File: src/hdl/eipv_pin_cond.sv
// package and pin conditioner for the interrupt priority and vector block
package eipv_pkg;
   // ====================================================================
   // sources and vectors, indexed by tie-break position
   localparam int N_SRC = 20;
   localparam int SRC_W = 5;
   localparam int SRC_EXT0 = 0;
   localparam int SRC_TMR0 = 1;
   localparam int SRC_EXT1 = 2;
   localparam int SRC_SPI = 6;
   localparam int VEC_W = 16;
   localparam logic [VEC_W-1:0] VEC_TABLE [N_SRC] = '{
      16'h0003, 16'h000b, 16'h0013, 16'h001b, 16'h0023,
      16'h002b, 16'h0033, 16'h003b, 16'h0043, 16'h004b,
      16'h0053, 16'h005b, 16'h0063, 16'h0073, 16'h007b,
      16'h0083, 16'h0093, 16'h008b, 16'h009b, 16'h00a3};
   // ====================================================================
   // register port
   localparam int ADDR_W = 3;
   localparam int DATA_W = 8;
   localparam logic [ADDR_W-1:0] ADDR_TCTL = 3'h0;
   localparam logic [ADDR_W-1:0] ADDR_EN0 = 3'h1;
   localparam logic [ADDR_W-1:0] ADDR_PRI0 = 3'h4;
   localparam logic [ADDR_W-1:0] ADDR_STAT = 3'h7;
   localparam int PER_REG = 7;
   localparam int TC_EDGE0 = 0;
   localparam int TC_PEND0 = 1;
   localparam int TC_EDGE1 = 2;
   localparam int TC_PEND1 = 3;
   localparam int GEN_BIT = 7;
   localparam int ST_ACT_LO = 0;
   localparam int ST_ACT_HI = 1;
   localparam int ST_BUSY = 2;
   // ====================================================================
   // timing, in system clocks
   localparam int DETECT_CYCLES = 1;
   localparam int LONG_SUBROUTINE_CALL_CYCLES = 4;
   localparam int RETURN_FROM_IRQ_CYCLES = 5;
   localparam int DIV_CYCLES = 8;
   localparam int MIN_RESPONSE = DETECT_CYCLES + LONG_SUBROUTINE_CALL_CYCLES;
   localparam int MAX_RESPONSE = DETECT_CYCLES + RETURN_FROM_IRQ_CYCLES
                                 + DIV_CYCLES + LONG_SUBROUTINE_CALL_CYCLES;
   localparam int CNT_W = 2;
   localparam logic [CNT_W-1:0] CNT_LAST = CNT_W'(LONG_SUBROUTINE_CALL_CYCLES - 1);
   typedef enum logic {ST_IDLE, ST_CALL} eipv_state_t;
endpackage : eipv_pkg

`timescale 1ns/10ps
module eipv_pin_cond (
   input wire logic clk,
   input wire logic rst_n,
   input wire logic pin_n,
   output logic asserted,
   output logic fall
);
   typedef struct packed {
      logic s1;
      logic s2;
      logic s3;
      logic lvl;
      logic fall;
   } eipv_pin_t;
   eipv_pin_t st_reg;
   eipv_pin_t st_next;

   // ====================================================================
   // three-stage sync; a change counts once stages two and three agree
   always_comb begin
      st_next = st_reg;
      st_next.s1 = pin_n;
      st_next.s2 = st_reg.s1;
      st_next.s3 = st_reg.s2;
      st_next.fall = 1'b0;
      if (st_reg.s2 == st_reg.s3) begin
         st_next.lvl = ~st_reg.s3;
         st_next.fall = ~st_reg.s3 & ~st_reg.lvl;
      end
   end

   // pins idle high, so the chain resets to the idle level
   always_ff @(posedge clk or negedge rst_n) begin
      if (!rst_n) begin
         st_reg <= '{s1: 1'b1, s2: 1'b1, s3: 1'b1, lvl: 1'b0, fall: 1'b0};
      end else begin
         st_reg <= st_next;
      end
   end

   assign asserted = st_reg.lvl;
   assign fall = st_reg.fall;
endmodule : eipv_pin_cond

File: src/hdl/eipv_irq_ctrl.sv
// interrupt priority decode, vectoring and external pin pending logic
// Summary of operation
// - external inputs active low, level or falling edge
// - pending flags at control bits one and three
// - edge mode pending cleared when call vectors
// - level mode pending follows the pin
// - input zero vectors 0x0003, position zero
// - input one 0x0013 position two, timer one
// - four spi flags merge into vector 0x0033
// - high preempts low; nothing preempts high
// - per-source priority bit, resets to low
// - high level request wins over low
// - equal level: lowest position wins
// - sample and decode requests every clock
// - fastest response five clocks: detect plus call
// - after return, one instruction before next call
// - worst case eighteen clocks: return then divide
// - equal or lower level waits for return
// - global enable bit seven gates all sources
// - flags set regardless of enable; masked ignored
// - flag still set after return re-requests
//
// Chosen here: the address map and the address-and-strobe port.
`timescale 1ns/10ps
module eipv_irq_ctrl
   import eipv_pkg::*;
(
   input wire logic clk,
   input wire logic rst_n,
   input wire logic ext_irq_in_zero,
   input wire logic ext_irq_in_one,
   input wire logic timer_zero_overflow_flag,
   input wire logic spi_transfer_done_flag,
   input wire logic spi_write_collision_flag,
   input wire logic spi_mode_fault_flag,
   input wire logic spi_receive_overrun_flag,
   input wire logic [eipv_pkg::N_SRC-1:0] periph_flag,
   input wire logic [eipv_pkg::ADDR_W-1:0] reg_addr,
   input wire logic [eipv_pkg::DATA_W-1:0] reg_wdata,
   input wire logic reg_wr,
   input wire logic reg_rd,
   output logic [eipv_pkg::DATA_W-1:0] reg_rdata,
   input wire logic core_instr_done,
   input wire logic core_return_from_irq_done,
   output logic call_req,
   output logic call_done,
   output logic [eipv_pkg::VEC_W-1:0] call_vector,
   output logic [eipv_pkg::N_SRC-1:0] src_vectored,
   output logic [1:0] active_level
);
   import eipv_pkg::*;

   typedef struct packed {
      eipv_state_t st;
      logic [CNT_W-1:0] cnt;
      logic [SRC_W-1:0] src;
      logic src_hi;
      logic [VEC_W-1:0] vec;
      logic edge0;
      logic edge1;
      logic pend0;
      logic pend1;
      logic gen;
      logic [N_SRC-1:0] en;
      logic [N_SRC-1:0] pri;
      logic [N_SRC-1:0] req;
      logic act_lo;
      logic act_hi;
      logic [DATA_W-1:0] rdata;
   } eipv_ctrl_t;

   eipv_ctrl_t st_reg;
   eipv_ctrl_t st_next;

   logic lvl0;
   logic fall0;
   logic lvl1;
   logic fall1;
   logic [N_SRC-1:0] pend_all;
   logic [N_SRC-1:0] cand;
   logic [N_SRC-1:0] below_win;
   logic hi_any;
   logic allow_hi;
   logic allow_lo;
   logic win_ok;
   logic win_hi;
   logic [SRC_W-1:0] win;
   logic take;
   logic done;
   logic wr_tctl;

   // ====================================================================
   // pin conditioning
   eipv_pin_cond u_pin0 (
      .clk(clk),
      .rst_n(rst_n),
      .pin_n(ext_irq_in_zero),
      .asserted(lvl0),
      .fall(fall0)
   );

   eipv_pin_cond u_pin1 (
      .clk(clk),
      .rst_n(rst_n),
      .pin_n(ext_irq_in_one),
      .asserted(lvl1),
      .fall(fall1)
   );

   // ====================================================================
   // pending flag gather
   always_comb begin
      pend_all = periph_flag;
      pend_all[SRC_EXT0] = st_reg.pend0;
      pend_all[SRC_TMR0] = timer_zero_overflow_flag;
      pend_all[SRC_EXT1] = st_reg.pend1;
      pend_all[SRC_SPI] = spi_transfer_done_flag
                          | spi_write_collision_flag
                          | spi_mode_fault_flag
                          | spi_receive_overrun_flag;
   end

   // ====================================================================
   // arbitration over the sampled requests
   always_comb begin
      hi_any = |(st_reg.req & st_reg.pri);
      allow_hi = ~st_reg.act_hi;
      allow_lo = ~st_reg.act_hi & ~st_reg.act_lo;
      win_hi = hi_any & allow_hi;
      if (win_hi) begin
         cand = st_reg.req & st_reg.pri;
      end else if (allow_lo) begin
         cand = st_reg.req & ~st_reg.pri;
      end else begin
         cand = '0;
      end
      win_ok = 1'b0;
      win = '0;
      for (int i = N_SRC - 1; i >= 0; i--) begin
         if (cand[i]) begin
            win_ok = 1'b1;
            win = SRC_W'(i);
         end
      end
      below_win = ~({N_SRC{1'b1}} << win);
   end

   assign wr_tctl = reg_wr && (reg_addr == ADDR_TCTL);

   // ====================================================================
   // next state
   always_comb begin
      st_next = st_reg;
      take = 1'b0;
      done = 1'b0;

      // call sequencer
      unique case (st_reg.st)
         ST_IDLE: begin
            if (core_instr_done && core_return_from_irq_done) begin
               // return closes the innermost active level
               if (st_reg.act_hi) begin
                  st_next.act_hi = 1'b0;
               end else begin
                  st_next.act_lo = 1'b0;
               end
            end else if (core_instr_done && win_ok) begin
               // never on the return boundary: one instruction runs first
               take = 1'b1;
               st_next.st = ST_CALL;
               st_next.cnt = '0;
               st_next.src = win;
               st_next.src_hi = win_hi;
               st_next.vec = VEC_TABLE[win];
            end
         end
         ST_CALL: begin
            if (st_reg.cnt == CNT_LAST) begin
               done = 1'b1;
               st_next.st = ST_IDLE;
               if (st_reg.src_hi) begin
                  st_next.act_hi = 1'b1;
               end else begin
                  st_next.act_lo = 1'b1;
               end
            end else begin
               st_next.cnt = st_reg.cnt + 1'b1;
            end
         end
      endcase

      // external pending flags; a hardware set beats any clear
      if (wr_tctl) begin
         st_next.edge0 = reg_wdata[TC_EDGE0];
         st_next.edge1 = reg_wdata[TC_EDGE1];
      end
      if (st_reg.edge0) begin
         if (wr_tctl) begin
            st_next.pend0 = reg_wdata[TC_PEND0];
         end
         if (done && st_reg.src == SRC_W'(SRC_EXT0)) begin
            st_next.pend0 = 1'b0;
         end
         if (fall0) begin
            st_next.pend0 = 1'b1;
         end
      end else begin
         st_next.pend0 = lvl0;
      end
      if (st_reg.edge1) begin
         if (wr_tctl) begin
            st_next.pend1 = reg_wdata[TC_PEND1];
         end
         if (done && st_reg.src == SRC_W'(SRC_EXT1)) begin
            st_next.pend1 = 1'b0;
         end
         if (fall1) begin
            st_next.pend1 = 1'b1;
         end
      end else begin
         st_next.pend1 = lvl1;
      end

      // enable and priority registers, seven sources per register
      if (reg_wr && reg_addr == ADDR_EN0) begin
         st_next.gen = reg_wdata[GEN_BIT];
      end
      for (int i = 0; i < N_SRC; i++) begin
         if (reg_wr && reg_addr == ADDR_EN0 + ADDR_W'(i / PER_REG)) begin
            st_next.en[i] = reg_wdata[i % PER_REG];
         end
         if (reg_wr && reg_addr == ADDR_PRI0 + ADDR_W'(i / PER_REG)) begin
            st_next.pri[i] = reg_wdata[i % PER_REG];
         end
      end

      // detect stage: masked pending sampled every clock
      st_next.req = pend_all & st_reg.en & {N_SRC{st_reg.gen}};

      // read data, valid the cycle after the strobe only
      st_next.rdata = '0;
      if (reg_rd) begin
         if (reg_addr == ADDR_TCTL) begin
            st_next.rdata[TC_EDGE0] = st_reg.edge0;
            st_next.rdata[TC_PEND0] = st_reg.pend0;
            st_next.rdata[TC_EDGE1] = st_reg.edge1;
            st_next.rdata[TC_PEND1] = st_reg.pend1;
         end
         if (reg_addr == ADDR_EN0) begin
            st_next.rdata[GEN_BIT] = st_reg.gen;
         end
         if (reg_addr == ADDR_STAT) begin
            st_next.rdata[ST_ACT_LO] = st_reg.act_lo;
            st_next.rdata[ST_ACT_HI] = st_reg.act_hi;
            st_next.rdata[ST_BUSY] = (st_reg.st == ST_CALL);
         end
         for (int i = 0; i < N_SRC; i++) begin
            if (reg_addr == ADDR_EN0 + ADDR_W'(i / PER_REG)) begin
               st_next.rdata[i % PER_REG] = st_reg.en[i];
            end
            if (reg_addr == ADDR_PRI0 + ADDR_W'(i / PER_REG)) begin
               st_next.rdata[i % PER_REG] = st_reg.pri[i];
            end
         end
      end
   end

   // ====================================================================
   // state register
   always_ff @(posedge clk or negedge rst_n) begin
      if (!rst_n) begin
         st_reg <= '0; // all priorities low, everything masked
      end else begin
         st_reg <= st_next;
      end
   end

   // ====================================================================
   // outputs
   assign reg_rdata = st_reg.rdata;
   assign call_req = (st_reg.st == ST_CALL);
   assign call_done = done;
   assign call_vector = st_reg.vec;
   assign src_vectored = done ? (N_SRC'(1) << st_reg.src) : '0;
   assign active_level = {st_reg.act_hi, st_reg.act_lo};
endmodule : eipv_irq_ctrl

File: config.mk
export PLATFORM = sky130hd
export DESIGN_NAME = eipv_irq_ctrl
export DESIGN_NICKNAME = d
export VERILOG_FILES = /design/src/hdl/eipv_pin_cond.sv /design/src/hdl/eipv_irq_ctrl.sv
export SDC_FILE = /design/constraint.sdc
export NUM_CORES = 1
export LEC_CHECK = 0
export BUFFER_PORTS_ARGS = -buffer_cell sky130_fd_sc_hd__buf_2
export CORE_MARGIN = 2
export CORE_UTILIZATION = 42
export DETAILED_ROUTE_END_ITERATION = 6
export SLEW_MARGIN = 20
export SYNTH_ARGS = -nofsm -noshare
export SYNTH_HDL_FRONTEND = slang
export SYNTH_SLANG_ARGS = --single-unit
File: constraint.sdc
create_clock -name clk -period 3.5 [get_ports clk]
set_input_delay 0.35 -clock clk [delete_from_list [all_inputs] [get_ports clk]]
set_output_delay 0.35 -clock clk [all_outputs]
set_load 0.01 [all_outputs]
# Word-level counts from Yosys, hierarchy flattened
# Memory sizes are Yosys's and may differ from the RTL's.
# Index checks and enable logic that the tools add are counted.
[word_totals]
ff_bits = 110
romBits = 512
in_bits = 44
output_inout_bits = 48
memories = 1
[mem_list]
columns = ["memory", "depth", "width", "read_ports", "rd_ports_with_merged_regs", "write_ports", "line_no", "source"]
rows = [
  ["(name not given)", 32, 16, 1, 0, 0, "eipv_irq_ctrl.sv:174", "st_next.vec = VEC_TABLE[win];"],
]
[op_classes]
add_sub_neg = 1
n_lt_le_gt_ge = 1
eq_ne = 21
shifts = 1
n_mux = 112
n_bitwise = 21
reduce_logical = 18
[op_table]
columns = ["op", "n"]
rows = [
  ["2-to-1 mux 5 bit", 20],
  ["bitwise AND 20 bit", 4],
  ["2-to-1 mux 1 bit", 77],
  ["2-to-1 mux 20 bit", 3],
  ["2-to-1 mux 25 bit", 2],
  ["2-to-1 mux 16 bit", 2],
  ["inverter 20 bit", 1],
  ["OR reduction 20 bit", 1],
  ["<< shifter 1 x 5 -> 20 bit (first input constant)", 1],
  ["!= test 2 bit (second input constant)", 7],
  ["== test 3 bit (second input constant)", 4],
  ["logical AND 1 bit", 11],
  ["AND reduction 3 bit", 3],
  ["2-to-1 mux 8 bit", 1],
  ["!= test 4 x 1 -> 1 bit (second input constant)", 2],
  ["inverter 1 bit", 8],
  ["== test 3 x 2 -> 1 bit (second input constant)", 2],
  [">= comparator 6 bit (second input constant)", 1],
  ["2-to-1 mux 2 bit", 3],
  ["inverter 5 -> 6 bit", 1],
  ["one-hot mux 3 bit (2 select lines)", 1],
  ["== test 5 x 2 -> 1 bit (second input constant)", 1],
  ["logical NOT 5 bit", 1],
  ["bitwise AND 1 bit", 4],
  ["11 further kinds", 14],
]

# Longest topological paths before layout
# Gate-level depths: netlist (run 1).
[depth]
ltp_word = 31
mapped_depth = 15

# Hierarchy
# From an unflattened synthesis (run 1), not the netlist that was laid out.
[hier_totals]
cells_unflattened = 547
area_unflattened_um2 = 5480.3
[by_module_without_submodules]
columns = ["mod", "n_inst", "cells_each", "area_each_um2", "seq_area_each_um2"]
rows = [
  ["eipv_irq_ctrl", 1, 529, 5182.5, 2252.2],
  ["eipv_pin_cond", 2, 9, 148.9, 128.9],
]

# Worst setup path after synthesis (run 1)
# No wires, ideal clock.
[synth_path]
path_kind = "register -> register"
startpoint = "register st_reg[49] in the netlist's numbering"
endpoint = "register st_reg, in the netlist call_vector[4]"
setup_ns = 0.147
t_arrival_ns = 2.923
required_ns = 3.353
slack_ns = 0.430
path_stages_with_launch = 14
path_buffers = 1
period_less_slack_ns = 3.070
path_cell_list = "dfrtp_1 a22oi_4 nand4_4 nor4_4 buf_6 mux2i_1 o221ai_2 o311ai_1 or3b_1 o21ai_2 inv_1 ha_1 nor4b_1 a221oi_2"
[synth_via]
elab_chain_len = 28
[synth_lines]
columns = ["item", "line_no", "source"]
rows = [
  ["from (decl)", "eipv_irq_ctrl.sv:72", "eipv_ctrl_t st_reg;"],
  ["from (signal assigned)", "eipv_irq_ctrl.sv:274", "st_reg <= st_next;"],
  ["bitwise AND 20 bit / inverter 20 bit (equally long branches)", "eipv_irq_ctrl.sv:126, eipv_irq_ctrl.sv:131, eipv_irq_ctrl.sv:133", ""],
  ["OR reduction 20 bit / bitwise AND 20 bit (equally long branches)", "eipv_irq_ctrl.sv:126, eipv_irq_ctrl.sv:133", ""],
  ["bitwise AND 1 bit / 2-to-1 mux 20 bit (equally long branches)", "eipv_irq_ctrl.sv:129, eipv_irq_ctrl.sv:132", ""],
  ["2-to-1 mux 20 bit (*)", "eipv_irq_ctrl.sv:130", "if (win_hi) begin"],
  ["2-to-1 mux 5 bit (19 in series)", "eipv_irq_ctrl.sv:140", "if (cand[i]) begin"],
  ["2-to-1 mux 5 bit (*)", "eipv_irq_ctrl.sv:140", ""],
  ["named net win[0]", "eipv_irq_ctrl.sv:87", "logic [SRC_W-1:0] win;"],
  ["inverter 5 -> 6 bit (implied by the code) (*)", "eipv_irq_ctrl.sv:174", ""],
  ["memory read (32 x 16 bit) (*)", "n/a", ""],
  ["2-to-1 mux 16 bit (implied by the code) (*) (2 in series)", "eipv_irq_ctrl.sv:174", ""],
]
# Mark *: on every way through the listed nets, which the timed path passes. The rest lies on a longest branch. The select of a mux whose other input is x is not followed.
# A chain may end at the register's enable or synchronous reset.

# Final worst setup path (run 1)
[layout_path]
startpoint = "register st_reg[18] in the netlist's numbering"
endpoint = "register st_reg, in the netlist call_vector[4]"
[layout_via]
elab_chain_len = 28
[layout_lines]
columns = ["item", "line_no", "source"]
rows = [
  ["bitwise AND 20 bit", "eipv_irq_ctrl.sv:126, eipv_irq_ctrl.sv:131", ""],
  ["OR reduction 20 bit", "eipv_irq_ctrl.sv:126", "hi_any = |(st_reg.req & st_reg.pri);"],
  ["bitwise AND 1 bit", "eipv_irq_ctrl.sv:129", "win_hi = hi_any & allow_hi;"],
  ["2-to-1 mux 20 bit (*)", "eipv_irq_ctrl.sv:130", ""],
  ["2-to-1 mux 5 bit (19 in series)", "eipv_irq_ctrl.sv:140", ""],
  ["2-to-1 mux 5 bit (*)", "eipv_irq_ctrl.sv:140", ""],
  ["named net win[0]", "eipv_irq_ctrl.sv:87", ""],
  ["inverter 5 -> 6 bit (implied by the code) (*)", "eipv_irq_ctrl.sv:174", ""],
  ["memory read (32 x 16 bit) (*)", "n/a", ""],
  ["2-to-1 mux 16 bit (implied by the code) (*) (2 in series)", "eipv_irq_ctrl.sv:174", ""],
]
# Marked as above.

==> results of run 1 <==
where the power goes:
group / switching, W / total, W / leakage [nW] / internal, W
Combinational: 0.000814 / 0.00145 / 1.57 / 0.000635
Clock: 0.000435 / 0.00108 / 0.152 / 0.000649
Sequential: 0.000295 / 0.00169 / 1.24 / 0.00140
Total: 0.00154 / 0.00423 / 2.97 / 0.00268
timing repair:
| action | CTS | global route |
|---|---|---|
| setup endpoints to repair | 0 | 2 |
| resized for setup | 0 | 7 |
| buffers inserted | 0 | 2 |
final cells by class:
| cell class | count | area (µm²) | area share [%] |
|---|---|---|---|
| Clock buffer | 11 | 243 | 3.91 |
| Multi-Input combinational cell | 359 | 2560 | 41.3 |
| Clock inverter | 5 | 83.8 | 1.35 |
| Sequential cell | 100 | 2510 | 40.5 |
| Tap cell | 172 | 215 | 3.47 |
| Timing Repair Buffer | 91 | 490 | 7.90 |
| Inverter | 27 | 103 | 1.65 |
synthesized netlist by cell type, drive strengths merged, types with 3 or more instances:
library cell   n
a22o          13
nand2b        10
a22oi         11
a21oi         16
nand2         39
o21ai         33
o211ai         7
nor3b          3
nor2          35
mux2          40
a21boi         5
dfrtp         94
and3          25
o22ai          7
nand3          8
mux2i         12
nand3b         3
ha             5
buf           31
inv           26
nand4          3
dfstp          6
a31oi          6
nor2b         17
clkbuf        11
nor3          13
metal layers:
layer / share of wire (%) / GRT usage (%) / wire (µm)
met1: 47 / 29.6 / 6350
met2: 46 / 31.2 / 6170
met3: 4.7 / 3.60 / 627
met4: 1.9 / 6.59 / 251
met5: 0 / 0 / 0
kinds of logic (layout without fill, tap and decap cells):
group / Yosys count / after routing
AO/OA/AOI/OAI: 121 / 121
buffers and inverters: 69 / 134
other: 1 / 9
multiplexers: 53 / 53
adder cells (fa/ha/maj): 5 / 5
AND/OR/NAND/NOR: 171 / 171
flip-flops: 100 / 100
stage by stage:
stage          area [µm²]  utilization, %
6_report             6200            49.4
5_1_grt              6200            49.4
4_1_cts              6150            48.9
3_5_place_dp         5820            46.3
3_3_place_gp         5820            46.3
2_1_floorplan        5410               -
path summary, 6_finish.rpt:
check | end | depth (start not counted)
setup / recovery | call_vector[4]$_DFFE_PN0P_ | 13
hold / removal | st_reg[61]$_DFFE_PN0P_ | 1
setup reg to reg | call_vector[4]$_DFFE_PN0P_ | 13
hold reg to reg | u_pin1.st_next[2]$_DFF_PN1_ | 0
max in group asynchronous | active_level[1]$_DFFE_PN0P_ | 2
min in group clk | u_pin1.st_next[3]$_DFF_PN1_ | 1
==> summary.txt, run 1 <==
Clock network
  • Clock Tree Root: clkbuf_16
  • CTS tree: built
  • Clock tree buffer depth: 2
  • Clk_lat worst skew: ~0.35 ns
  • Clock slew at reported path FFs: approximately 0.070 ns
  • CTS Sinks: 100
  • CTS buffer count: 9
  • H-tree Lvls: 3
  • Cts hold-fix bufs: 0

Global route
  • Number of global-route vias before repair: between 3k and 4k
  • First-pass GRT wire length: around 21 mm
  • Initial antenna violation count: 0
  • Gr usage total: about a fifth
  • GRT overflow: 0
  • Largest net degree at the start of global routing: 67

Drt
  • Via count: 4,174
  • Pre-antenna DRT Iters: 5
  • Routed WL per cell: around 18 µm
  • Routed Wire Length: 13.4 mm
  • Vias per cell: roughly 5.5
  • Drc violations: 0
  • Remaining antenna violation count after routing: 0
  • DRT iter0 DRCs: about 250

STA
  • Relative slew slack: a little over two fifths
  • Fin worst setup slack: 0.202 ns
  • Fmax achieved: 0.303 GHz
  • Hold WS: approximately 0.076 ns
  • Setup violators final: 0
  • Tcrit/Tclk final: a little over nine tenths
  • Final hold vios: 0
  • Slew at the pin with the worst max-slew slack: 0.856 ns
  • Fin. max-slew vios: 0
  • Setup TNS: 0 ns
  • Min Clock Period, post-route: between 3 and 4 ns
  • Clk_skew: roughly 0.0058 ns

Setup path
  • CP Launch Type: register
  • Worst path top cell family by delay: simple AND/OR/NAND/NOR gates
  • Reg-to-reg startpoint: st_reg[18]$_DFF_PN0_
  • CP Capture Type: register
  • Critical Path RT: roughly 3.7 ns
  • Arr. time, crit path: 3.52 ns
  • Buf/Inv on CP: 2
  • Max Fanout on Critical Path: 7
  • Worst path slowest cell: dfrtp_1
  • R2R Setup Slk: 0.20 ns
  • CP cell instances: a22oi_2 > nand4_4 > nor4_4 > buf_4 > o21ai_0 > o21ai_1 > a21oi_1 > or3b_1 > o21ai_4 > inv_1 > ha_1 > nor4b_2 > a221oi_2
  • Worst setup path start: st_reg[18]$_DFF_PN0_
  • Critical path class: reg -> reg
  • Max incr delay on CP: roughly 0.43 ns

Logic synthesis
  • Multiplexer share of the synthesized area: 11.0%
  • Synth area leader: dfrtp_1
  • Async S/R FF share, synth: 100%
  • Largest family of logic cells by synthesized area: simple AND/OR/NAND/NOR gates
  • Synth area leaders: dfrtp_1 (44%), mux2_2 (8.4%), buf_4 (3.8%)
  • Synth unique cells: 72
  • Yosys reg bits: 100
  • Synth Area in Adders: 1.16%
  • Post-synthesis compound-gate area fraction: 16.6%
  • Yosys top cell area share: between 40% and 50%
  • Post-synthesis sequential area ratio: 46.7%
  • Average size of a mapped cell: 10.3 µm²
  • Syn Inst Count: between 500 and 600
  • Synth Cell Area: 5380 µm²
  • Simple-Gate Fraction of Synth Area: about 17%
  • Total number of yosys warnings: 0
  • Number of flops mapped to enable cells by yosys: 0
  • Primary FF master, synth: dfrtp_1
  • Post-Synth XOR/XNOR Area: 0%

Placement
  • Pre-CTS setup slack: roughly 0.22 ns
  • Final RePlAce weighted congestion: about 0.91
  • DP Cell Count: 747
  • Port-buffer cells: approximately 80
  • Hpwl dp: 10.0 mm

Die
  • Initial Util: ~43%
  • Site Rows: 41
  • Chip width: about 120 µm
  • Die height: 117 µm
  • I/O pin count: 92
  • Die area: between 10,000 and 15,000 µm²
  • CORE AREA: around 13,000 µm²

Hold path
  • Hold Path Class: in -> async

Pwr
  • Worst VDD drop: between 200 and 250 µV
  • P_leak: between 2 and 3 nW
  • Final Power: ~0.0042 W
  • Pwr dens: approximately 680 nW/µm²

Cells and area
  • Antenna cells: 0
  • Share of cells above drive strength 1: between 20% and 30%
  • Finished Layout Cells: around 770
  • Layout area overhead: 15.4%
  • NumNets Final: 637
  • Number of flip-flops under the largest register name: just over 70
  • Most common cell after layout, fill and taps aside: dfrtp_1
  • Leading cell types in the layout, fill and taps excluded: dfrtp_1 (94), buf_2 (77), mux2_2 (40), nand2_1 (39), nor2_1 (35)
  • # fillers: around 1.2k

Job
  • Max Cap Viol: 0

Run status
  • Status: completed
Note: power is estimated with default switching activity, not from simulation.
==> inputs of run 2 (changes only) <==
--- a/config.mk
+++ b/config.mk
@@ -6,6 +6,7 @@
 export NUM_CORES = 1
 export LEC_CHECK = 0
 export BUFFER_PORTS_ARGS = -buffer_cell sky130_fd_sc_hd__buf_2
+export CORE_ASPECT_RATIO = 0.75
 export CORE_MARGIN = 2
 export CORE_UTILIZATION = 42
 export DETAILED_ROUTE_END_ITERATION = 6
==> summary.txt, run 2 (synthesized netlist as in run 1, its figures left out) <==
Placement
  • Final RePlAce weighted congestion: roughly 0.9
  • Pre-CTS setup slack: between 0.2 and 0.25 ns
  • Hpwl dp: around 11 mm
  • Port-buffer cells: 78
  • DP Cell Count: between 700 and 800

Setup path
  • Critical path class: reg -> reg
  • CP cell instances: a22oi_1 > nand4_2 > nor4_4 > buf_4 > buf_4 > o21ai_0 > nand2b_1 > o211ai_1 > a21oi_1 > o21ai_4 > inv_1 > ha_1 > inv_1 > a31oi_1 > a21oi_1 > a31oi_1
  • Max incr delay on CP: between 0.4 and 0.5 ns
  • Max Fanout on Critical Path: 13
  • CP Capture Type: register
  • CP Launch Type: register
  • Worst path top cell family by delay: compound AO/OA/AOI/OAI gates
  • Arr. time, crit path: around 3.5 ns
  • Critical Path RT: 3.73 ns
  • Worst path slowest cell: dfrtp_1
  • Buf/Inv on CP: 4

Drt
  • Routed WL per cell: 18.5 µm
  • DRT met1 WL: 6.95 mm
  • Pre-antenna DRT Iters: 4
  • DRT iter0 DRCs: 266
  • Met2 WL: ~6.2 mm
  • Highest Signal Layer: met4
  • Remaining antenna violation count after routing: 0
  • Drc violations: 0
  • Via count: around 4.2k
  • Met3 WL post-DR: 861 µm
  • Vias per cell: 5.47
  • Routed Wire Length: about 14 mm

STA
  • Hold WS: 0.0331 ns
  • Relative slew slack: between 30% and 40%
  • Fin. max-slew vios: 0
  • Fmax achieved: between 0.3 and 0.4 GHz
  • Final hold vios: 0
  • Fin worst setup slack: between 0.2 and 0.25 ns
  • Clk_skew: approximately 0.0079 ns
  • Min Clock Period, post-route: roughly 3.3 ns
  • Setup TNS: 0 ns
  • Setup violators final: 0
  • Tcrit/Tclk final: 94.1%
  • Slew at the pin with the worst max-slew slack: 0.930 ns

Cells and area
  • Finished Layout Cells: 764
  • Leading cell types in the layout, fill and taps excluded: dfrtp_1 (94), buf_2 (77), mux2_2 (40), nand2_1 (39), nor2_1 (35)
  • Most common cell after layout, fill and taps aside: dfrtp_1
  • Number of flip-flops under the largest register name: 71
  • Antenna cells: 0
  • Share of cells above drive strength 1: about 30%
  • Final core occ: about 50%
  • NumNets Final: 642
  • # fillers: between 1k and 1.5k
  • Layout area overhead: 15.4%

Die
  • Chip width: 135 µm
  • Die area: 13,700 µm²
  • CORE AREA: roughly 12,000 µm²
  • Initial Util: 43.4%
  • Die height: ~100 µm
  • Site Rows: 35
  • I/O pin count: 92

Run status
  • Status: completed

Global route
  • Initial antenna violation count: 0
  • Number of global-route vias before repair: roughly 4.1k
  • First-pass GRT wire length: around 23 mm
  • Gr usage total: 21.6%
  • Largest net degree at the start of global routing: just over 50
  • GRT overflow: 0

Clock network
  • Clk_lat worst skew: around 0.35 ns
  • Clock slew at reported path FFs: 0.08 ns
  • CTS buffer count: 9
  • H-tree Lvls: 3
  • Cts hold-fix bufs: 0
  • CTS Sinks: 100
  • Clock Tree Root: clkbuf_16
  • CTS tree: built
  • Clock tree buffer depth: 2

Pwr
  • Register share of total power: ~40%
  • Sw frac: a little under two fifths
  • P_leak: approximately 3 nW
  • Clock share of power: roughly 25%
  • Internal cell power: 0.00260 W
  • Gate power share: between 30% and 40%
  • Sw Pwr: between 0.0015 and 0.002 W
  • Pwr dens: 677 nW/µm²
  • Worst VDD drop: between 300 and 400 µV

Hold path
  • Hold Path Class: in -> async

Job
  • Max Cap Viol: 0
-- run 2: changes by cell type in the layout (fill, tap and decap cells not counted), moves of 2 or more --
cell,before,now
a22oi_2,7,4
clkinvlp_4,2,0
buf_4,14,18
inv_8,0,2
clkinv_4,0,3
a22oi_1,3,6
-- run 2: worst paths after layout --
path / to / startpoint / slack, ns / depth (start not counted)
hold / removal: st_reg[29]$_DFF_PN0_ / rst_n / 0.03 / 1
setup reg to reg: call_vector[3]$_DFFE_PN0P_ / st_reg[20]$_DFF_PN0_ / 0.21 / 16
max in group asynchronous: u_pin1.st_next[2]$_DFF_PN1_ / rst_n / 2.60 / 2
min in group clk: u_pin1.st_next[3]$_DFF_PN1_ / ext_irq_in_one / 0.09 / 1
setup / recovery: call_vector[3]$_DFFE_PN0P_ / st_reg[20]$_DFF_PN0_ / 0.21 / 16
hold reg to reg: u_pin1.st_next[2]$_DFF_PN1_ / u_pin1.st_next[3]$_DFF_PN1_ / 0.36 / 0
-- run 2: power groups by stage --
stage,combinational (W),sequential (W),clock (W)
floorplan,0.00112,0.00158,0
global placement,0.00138,0.00168,0
detailed placement,0.00141,0.00169,0
CTS,0.00142,0.00167,0.00108
global route,0.00164,0.00172,0.00112
finish,0.00146,0.00168,0.00106
-- run 2: area by class of cell --
class | count | area [µm²] | area share [%]
multi-input cells | 359 | 2530 | 40.8
flip-flops and latches | 100 | 2510 | 40.5
repair buffers | 96 | 532 | 8.57
clock buffers | 9 | 225 | 3.63
well taps | 166 | 208 | 3.35
inverters | 27 | 103 | 1.65
clock inverters | 7 | 95.1 | 1.53
-- run 2: worst reg2reg max path: cells and delay by family (launching register included) --
kind                       cells  cell delay, ns
buffers and inverters          4            0.52
adders and majority gates      1            0.24
DFF                            1            0.42
AOI/OAI and AO/OA              8            1.21
and+or+nand+nor                3            0.75
-- run 2: through the flow --
stage	total power, W	instance area (µm²)
final	0.00420	6200
after global routing	0.00447	6200
after CTS	0.00417	6170
after detailed placement	0.00310	5850
after global placement	0.00306	5850
after floorplan	0.00270	5410
-- run 2: what timing repair did --
action / CTS / global route
setup buffers: 0 / 2
resized for setup: 0 / 3
setup endpoints to repair: 0 / 2
-- run 2: layer usage --
layer,global-route usage [%],up-vias
met1,32.0,2073
met5,0,-
met4,6.23,0
met2,32.4,112
met3,4.07,10
li1,-,1983
